**config.mk**
```make
export PLATFORM = sky130hd
export DESIGN_NAME = conditional_branch_exec
export DESIGN_NICKNAME = d
export VERILOG_FILES = /design/src/logic/branch_pkg.sv /design/src/logic/branch_cond_decode.sv /design/src/logic/conditional_branch_exec.sv
export SDC_FILE = /design/constraint.sdc
export NUM_CORES = 1
export LEC_CHECK = 0
export ABC_CLOCK_PERIOD_IN_PS = 2200
export BUFFER_PORTS_ARGS = -buffer_cell sky130_fd_sc_hd__buf_2
export CAP_MARGIN = 40
export CORE_UTILIZATION = 50
export DETAILED_ROUTE_END_ITERATION = 16
export PLACE_DENSITY = 0.76
export SYNTH_ARGS = -nofsm -noshare
export SYNTH_HDL_FRONTEND = slang
export SYNTH_SLANG_ARGS = --single-unit
export TNS_END_PERCENT = 30
```
**constraint.sdc**
```tcl
create_clock -name sys_clk -period 2.2 [get_ports sys_clk]
set_clock_uncertainty 0.2 [all_clocks]
set_input_delay 0.55 -clock sys_clk [delete_from_list [all_inputs] [get_ports sys_clk]]
set_output_delay 0.55 -clock sys_clk [all_outputs]
set_load 0.1 [all_outputs]
```
**src/logic/branch_pkg.sv**
```systemverilog
// Package with opcodes, phase codes and carrier types for the conditional branch block
package branch_pkg;

	localparam int PC_W   = 21;
	localparam int WORD_W = 16;

	// High byte of each branch opcode
	localparam logic [7:0] OP_NEG_SET    = 8'hE6;
	localparam logic [7:0] OP_CARRY_CLR  = 8'hE3;
	localparam logic [7:0] OP_NEG_CLR    = 8'hE7;
	localparam logic [7:0] OP_OVF_CLR    = 8'hE5;
	localparam logic [7:0] OP_ZERO_CLR   = 8'hE1;

	// Fetch increment of the program counter, in bytes
	localparam logic [PC_W-1:0] PC_STEP  = 21'h000002;
	localparam logic [PC_W-1:0] PC_RESET = 21'h000000;

	// Bit positions in the status flag carrier
	localparam int FLAG_CARRY = 0;
	localparam int FLAG_ZERO  = 2;
	localparam int FLAG_OVF   = 3;
	localparam int FLAG_NEG   = 4;

	typedef enum logic [1:0] {
		PH_Q1 = 2'b00,
		PH_Q2 = 2'b01,
		PH_Q3 = 2'b10,
		PH_Q4 = 2'b11
	} phase_type;

	typedef enum logic [0:0] {
		CYC_EXEC  = 1'b0,
		CYC_EXTRA = 1'b1
	} cycle_type;

	// Instruction handed over by fetch
	typedef struct packed {
		logic              valid;
		logic [WORD_W-1:0] word;
		logic [PC_W-1:0]   pc_inc;
	} fetch_type;

	// Update offered to the program counter
	typedef struct packed {
		logic            write;
		logic [PC_W-1:0] target;
	} pc_update_type;

endpackage

```
**src/logic/branch_cond_decode.sv**
```systemverilog
// Opcode decoder and flag test for the five conditional branches
`timescale 1ns/1ps
module branch_cond_decode
	import branch_pkg::*;
(
	// Instruction and flags
	input  wire logic [7:0] op_high,
	input  wire logic [4:0] flags,
	// Result
	output logic            is_branch,
	output logic            cond_true
);

	wire logic hit_neg_set   = (op_high == OP_NEG_SET);   // RULE1
	wire logic hit_carry_clr = (op_high == OP_CARRY_CLR); // RULE2
	wire logic hit_neg_clr   = (op_high == OP_NEG_CLR);   // RULE3
	wire logic hit_ovf_clr   = (op_high == OP_OVF_CLR);   // RULE4
	wire logic hit_zero_clr  = (op_high == OP_ZERO_CLR);  // RULE5

	assign is_branch = hit_neg_set | hit_carry_clr | hit_neg_clr | hit_ovf_clr | hit_zero_clr;
	assign cond_true = (hit_neg_set & flags[FLAG_NEG])     // RULE1
		| (hit_carry_clr & ~flags[FLAG_CARRY])             // RULE2
		| (hit_neg_clr & ~flags[FLAG_NEG])                 // RULE3
		| (hit_ovf_clr & ~flags[FLAG_OVF])                 // RULE4
		| (hit_zero_clr & ~flags[FLAG_ZERO]);              // RULE5

endmodule

```
**src/logic/conditional_branch_exec.sv**
```systemverilog
// Execute stage for the five conditional relative branches
//
// Function
// RULE1 - Opcode high byte E6 is branch_if_negative and branches only when the negative flag is one.
// RULE2 - Opcode high byte E3 is branch_if_carry_clear and branches only when the carry flag is zero.
// RULE3 - Opcode high byte E7 is branch_if_negative_clear and branches only when the negative flag is zero.
// RULE4 - Opcode high byte E5 is branch_if_overflow_clear and branches only when the overflow flag is zero.
// RULE5 - Opcode high byte E1 is branch_if_zero_clear and branches only when the zero flag is zero.
// RULE6 - A taken branch adds twice the sign-extended 8-bit offset to the incremented program counter.
// RULE7 - The base is the instruction address plus two, where a not-taken branch simply continues.
// RULE8 - Each branch is one word, takes one cycle untaken and two taken, and changes no flag.
// RULE9 - A taken branch spends one extra full instruction cycle.
// RULE10 - Decode in Q1, read the literal in Q2, test in Q3, write the PC in Q4 if taken; the extra cycle is idle.
`timescale 1ns/1ps
module conditional_branch_exec
	import branch_pkg::*;
(
	// Clock and reset
	input  wire logic          sys_clk,
	input  wire logic          reset_n,
	// Phase timing and instruction from fetch
	input  wire logic          q1_start,
	input  wire fetch_type     fetch,
	input  wire logic [4:0]    flags,
	// Program counter update and status
	output pc_update_type      pc_update,
	output logic               busy,
	output logic               flush,
	output logic               done
);

	// Sequencing state
	phase_type            phase_r;
	phase_type            phase_nxt;
	cycle_type            cycle_r;
	cycle_type            cycle_nxt;
	logic                 active_r;
	// Instruction captured in Q1 and the fields read from it
	logic [WORD_W-1:0]    word_r;
	logic [7:0]           lit_r;
	logic [PC_W-1:0]      base_r;
	logic                 taken_r;
	logic                 taken_nxt;
	// Output registers
	pc_update_type        pc_update_r;
	logic                 busy_r;
	logic                 flush_r;
	logic                 done_r;
	// Decoder results
	logic                 is_branch;
	logic                 cond_true;

	wire logic [7:0]      op_code = word_r[15:8];

	branch_cond_decode u_decode (
		.op_high   (op_code),
		.flags     (flags),
		.is_branch (is_branch),
		.cond_true (cond_true)
	);

	// Strobes of the running instruction; the idle cycle of a taken branch only counts phases
	wire logic            start      = q1_start & fetch.valid & ~active_r;
	wire logic            exec_cycle = (cycle_r == CYC_EXEC);
	wire logic            at_q2      = active_r & exec_cycle & (phase_r == PH_Q2);
	wire logic            at_q3      = active_r & exec_cycle & (phase_r == PH_Q3);
	wire logic            at_q4      = active_r & (phase_r == PH_Q4);
	wire logic            branch_hit = is_branch & cond_true;
	wire logic            jump_now   = at_q4 & exec_cycle & taken_r;
	wire logic            finish     = at_q4 & ~jump_now;

	// Offset doubled and sign-extended to PC width
	wire logic [PC_W-1:0] offset_ext;
	assign offset_ext[8:0] = {lit_r, 1'b0}; // RULE6
	for (genvar b = 9; b < PC_W; b = b + 1) begin : g_sign
		assign offset_ext[b] = lit_r[7]; // RULE6
	end
	wire logic [PC_W-1:0] target     = base_r + offset_ext; // RULE6 RULE7

	always_comb begin
		case (phase_r)
			PH_Q1:   phase_nxt = PH_Q2;
			PH_Q2:   phase_nxt = PH_Q3;
			PH_Q3:   phase_nxt = PH_Q4;
			PH_Q4:   phase_nxt = PH_Q1;
			default: phase_nxt = PH_Q1;
		endcase
	end

	// A taken branch appends one idle instruction cycle
	always_comb begin
		cycle_nxt = cycle_r;
		if (start) begin
			cycle_nxt = CYC_EXEC;
		end else if (jump_now) begin
			cycle_nxt = CYC_EXTRA; // RULE9
		end else if (finish) begin
			cycle_nxt = CYC_EXEC;
		end
	end

	always_comb begin
		taken_nxt = taken_r;
		if (at_q3) begin
			taken_nxt = branch_hit; // RULE10
		end else if (finish) begin
			taken_nxt = 1'b0;
		end
	end

	// Phase counter runs only while an instruction is in flight
	always_ff @(posedge sys_clk) begin
		if (!reset_n) begin
			phase_r <= PH_Q1;
		end else if (start) begin
			phase_r <= PH_Q2;
		end else if (active_r) begin
			phase_r <= phase_nxt;
		end
	end

	always_ff @(posedge sys_clk) begin
		if (!reset_n) begin
			cycle_r <= CYC_EXEC;
		end else begin
			cycle_r <= cycle_nxt;
		end
	end

	// New Q1 pulses are ignored until the instruction ends
	always_ff @(posedge sys_clk) begin
		if (!reset_n) begin
			active_r <= 1'b0;
		end else if (start) begin
			active_r <= 1'b1;
		end else if (finish) begin
			active_r <= 1'b0; // RULE8
		end
	end

	// Q1: the whole instruction is one word, captured as it arrives
	always_ff @(posedge sys_clk) begin
		if (!reset_n) begin
			word_r <= 16'h0000;
		end else if (start) begin
			word_r <= fetch.word; // RULE10 RULE8
		end
	end

	always_ff @(posedge sys_clk) begin
		if (!reset_n) begin
			base_r <= PC_RESET;
		end else if (start) begin
			base_r <= fetch.pc_inc; // RULE7
		end
	end

	// Q2: read the literal
	always_ff @(posedge sys_clk) begin
		if (!reset_n) begin
			lit_r <= 8'h00;
		end else if (at_q2) begin
			lit_r <= word_r[7:0]; // RULE10
		end
	end

	// Q3: flags are tested here and must be settled at this edge
	always_ff @(posedge sys_clk) begin
		if (!reset_n) begin
			taken_r <= 1'b0;
		end else begin
			taken_r <= taken_nxt;
		end
	end

	// Q4: load the PC only on a taken branch; the target holds until the next one
	always_ff @(posedge sys_clk) begin
		if (!reset_n) begin
			pc_update_r <= '0;
		end else begin
			pc_update_r.write <= jump_now; // RULE10 RULE6
			if (jump_now) begin
				pc_update_r.target <= target; // RULE6
			end
		end
	end

	// Prefetched word is stale after a jump
	always_ff @(posedge sys_clk) begin
		if (!reset_n) begin
			flush_r <= 1'b0;
		end else begin
			flush_r <= jump_now;
		end
	end

	// Busy covers Q2 of the first cycle to the end of the last one, which is the idle one if taken
	always_ff @(posedge sys_clk) begin
		if (!reset_n) begin
			busy_r <= 1'b0;
		end else if (start) begin
			busy_r <= 1'b1;
		end else if (finish) begin
			busy_r <= 1'b0;
		end
	end

	// Untaken ends in its own Q4, taken after the idle cycle; pc_inc already points past the branch
	always_ff @(posedge sys_clk) begin
		if (!reset_n) begin
			done_r <= 1'b0;
		end else begin
			done_r <= finish; // RULE7 RULE8
		end
	end

	// Flags are only read, never written
	assign pc_update = pc_update_r; // RULE8
	assign busy      = busy_r;
	assign flush     = flush_r;
	assign done      = done_r;

endmodule

```
==> results.py <==
metrics = {
    "clock_network": {
        "cts_hold_buf": 0,
        "htree_levels": 3,
        "clkTransAtPathRegs_ns": 0.08,
        "cts_sinks": 73,
        "numCtsBuffers": 9,
        "cts_tree": "built",
        "ctsRootBufferMaster": "clkbuf_8",
        "insertion_delay_ns": 0.35,
        "clk_path_buf_depth": 2,
    },
    "floorplan": {
        "die-width_um": 88.5,
        "die_h_um": 88.5,
        "die-area_um2": 7830,
        "pin_count": 71,
        "rows": 31,
        "coreArea_um2": 7250,
        "start_util": 0.515,
    },
    "grt": {
        "grt_pass1_vias": 3248,
        "grt_start_max_net_pins": 41,
        "grt_pass1_wl_um": 15000,
        "grt_usage": 0.247,
        "gr-total-overflow": 0,
        "antenna_found_initial": 0,
    },
    "setup_path": {
        "slowest_stage": "dfxtp_4",
        "critPathRequiredTime_ns": 2.23,
        "slowest_delay_ns": 0.45,
        "worstPathArrival_ns": 2.29,
        "path_max_fanout": 8,
        "worst_setup_path_end_kind": "flip-flop",
        "cp_cell_sequence": "buf_8 -> ha_4 -> nand2_2 -> o21ai_2 -> o41ai_2 -> o31ai_2 -> xnor2_1 -> o21ai_1",
        "worstSetupPathType": "reg -> reg",
        "start_kind": "flip-flop",
    },
    "timing": {
        "finalHoldViolCount": 0,
        "layout_setup_ws_ns": -0.0536,
        "fin_tns_setup_ns": -0.0611,
        "rsz0062_at_grt": "yes",
        "fin_crit_ns": 2.25,
        "final-setup-viol-count": 2,
        "worst_slew_pin_slew_ns": 0.655,
        "period_share": 1.02,
        "max_freq_mhz": 444,
        "relSlewSlack": 0.563,
        "final_max_slew_viol_count": 0,
    },
    "place": {
        "placed_cell_area_um2": 4350,
        "hpwl_um": 6500,
        "place.gp.congestion": 0.862,
        "dp.cells": 652,
        "port_buffers": 69,
    },
    "logic_synthesis": {
        "synth-xor-area-share": 0.0211,
        "synth_fa_ha_area_frac": 0.0823,
        "synthMuxAreaShare": 0.00870,
        "synth_seq_cells": 73,
        "yosys.area.top_type": "dfxtp_1",
        "synthFlopType": "dfxtp_1",
        "synth_top_family_by_area": "simple AND/OR/NAND/NOR gates",
        "syn_nets": 551,
        "synth_area_leaders": "dfxtp_1 39%, nand2_1 12%, a21oi_1 9.1%, ha_1 7.7%, nand3_1 3.6%",
        "synthArstFlopShare": 0,
        "synth_compound_area_frac": 0.220,
        "synthSimpleGateAreaFrac": 0.231,
        "yosysUniqueCellTypes": 60,
        "yosysWarnings": 0,
        "netlist_instances": 481,
        "synth_edf_count": 0,
        "yosysTopAreaCellShare": 0.391,
        "synth_area_per_cell_um2": 7.77,
        "netlist_area_um2": 3740,
        "seq_area_frac_synth": 0.391,
    },
    "routing": {
        "viasPerCell": 5.53,
        "drcViolationCount": 2,
        "ant_nets": 0,
        "drt_pass1_iterations": 11,
        "wirelength_um": 9760,
        "post_drt_wl_per_cell_um": 14.5,
        "drtIter0Drc": 240,
        "route.vias.total": 3720,
    },
    "final_layout": {
        "multi_input_area_um2": 2350,
        "fillCellCount": 604,
        "design_area_um2": 4890,
        "fin_cells": 673,
        "layout-drive-gt1-share": 0.303,
        "syn2layout_area_growth_pct": 30.8,
        "num_antenna_cells": 0,
        "fin_nets": 639,
        "seq_area_um2": 1480,
    },
    "job": {
        "drv_cap": 0,
    },
    "power": {
        "pwr_density_cell_nw_per_um2": 584,
        "ir_worst_vdd_mv": 0.406,
        "leakage_nw": 1.96,
    },
    "run_status": {
        "violations": "DRC, setup timing",
        "outcome": "complete, but fails checks",
    },
    "min_path": {
        "hp-class": "in -> reg",
    },
}
power breakdown:
part           leakage [nW]  total [mW]  internal, mW  switching (mW)
registers             0.596        1.39          1.35          0.0327
clock network         0.113        1.18         0.673           0.509
logic                  1.25       0.288         0.120           0.168
placed cells by master (no fill, tap or decap), types with 2 or more instances in the layout:
master | Yosys | layout
inv_1 | 12 | 11
a21oi_1 | 68 | 64
o311ai_1 | 1 | 2
o21ai_2 | 0 | 3
dfxtp_2 | 0 | 3
buf_2 | 7 | 69
a22oi_1 | 3 | 3
nor3_1 | 5 | 4
nand2_1 | 118 | 117
a21oi_2 | 1 | 5
clkbuf_8 | 0 | 10
a211oi_2 | 2 | 2
o211ai_1 | 5 | 5
nor2_1 | 19 | 17
nor4_1 | 3 | 2
dfxtp_4 | 0 | 3
nor2_2 | 0 | 2
a31oi_2 | 0 | 2
nand3_1 | 27 | 27
bufinv_16 | 0 | 2
ha_1 | 23 | 12
nor2b_1 | 3 | 2
buf_6 | 0 | 3
a21o_1 | 5 | 5
dfxtp_1 | 73 | 67
or3_1 | 3 | 3
ha_4 | 0 | 10
o21ai_0 | 16 | 11
buf_4 | 1 | 34
xnor2_1 | 9 | 8
nand4_1 | 7 | 7
o21ai_1 | 6 | 8
a31oi_1 | 5 | 3
mux2_2 | 2 | 2
cell families after synthesis:
kind of cell	after synthesis
simple gates	196
mux	3
xor+xnor	9
flops	73
buf+inv	43
fa+ha+maj	24
compound gates	133
through the flow:
stage | hold WS, ns | util | setup slack, ns | power [mW]
global placement | 0.236 | 0.600 | -0.0619 | 1.67
CTS | 0.222 | 0.646 | -0.0219 | 2.85
global route | 0.232 | 0.674 | -0.159 | 2.95
finish | 0.229 | 0.674 | -0.0536 | 2.86
floorplan | 0.232 | - | -0.105 | 1.57
detailed placement | 0.242 | 0.600 | -0.148 | 1.68
state kept, by name, summed over array words and instances (netlist names):
name / count
busy: 1
cycle_r: 1
base_r: 21
word_r: 16
done: 1
taken_r: 1
pc_update: 21
lit_r: 8
phase_r: 2
flush: 1
routing by layer:
metal | vias up | wire [um] | track usage
li1 | 1864 | - | -
met1 | 1726 | 4680 | 0.350
met2 | 115 | 4510 | 0.385
met3 | 15 | 402 | 0.0345
met4 | 0 | 171 | 0.0880
met5 | - | 0 | 0
worst max-delay path, delay by kind of cell (launching register included):
kind | cells | cell delay [ns]
and+or+nand+nor | 1 | 0.08
DFF | 1 | 0.45
adders and majority gates | 1 | 0.22
buffers and inverters | 1 | 0.18
xor gates and xnor gates | 1 | 0.22
AOI/OAI and AO/OA | 4 | 0.79
path summary, 6_finish.rpt:
kind | slack, ns | endpoint | depth (start not counted) | from
max | -0.05 | pc_update[16] | 8 | lit_r[7]
min | 0.23 | word_r[9] | 3 | fetch[30]
max reg2reg | -0.05 | pc_update[16] | 8 | lit_r[7]
min reg2reg | 0.25 | pc_update[11] | 2 | pc_update[11]
cell usage after synthesis, drive strengths merged (2+ instances only):
cell / instances
dfxtp: 73
a31oi: 5
nor4: 3
o211ai: 5
o2111ai: 2
xnor2: 9
mux2: 2
a22oi: 3
nand2: 118
ha: 23
inv: 12
o31ai: 2
nand3: 27
nor3: 5
a21o: 6
or3: 3
nor2: 19
o311ai: 2
nand4: 7
a21oi: 70
nor2b: 3
o21ai: 22
buf: 11
clkbuf: 20
a211oi: 4
and2: 2
what timing repair did:
action / 4_1_cts / 5_1_grt
gates resized for setup: 16 / 41
cloned: 0 / 0
pin swaps: 4 / 25
setup buffers: 6 / 1
endpoints found under the setup margin: 9 / 13
final cells by class:
class,count,area share
sequential,73,0.302
multi-input combinational,365,0.480
tap,99,0.0253
timing repair buffer,108,0.137
clock inverter,6,0.0184
inverter,12,0.00921
clock buffer,10,0.0282
No activity file was read; power rests on OpenSTA's default activity.
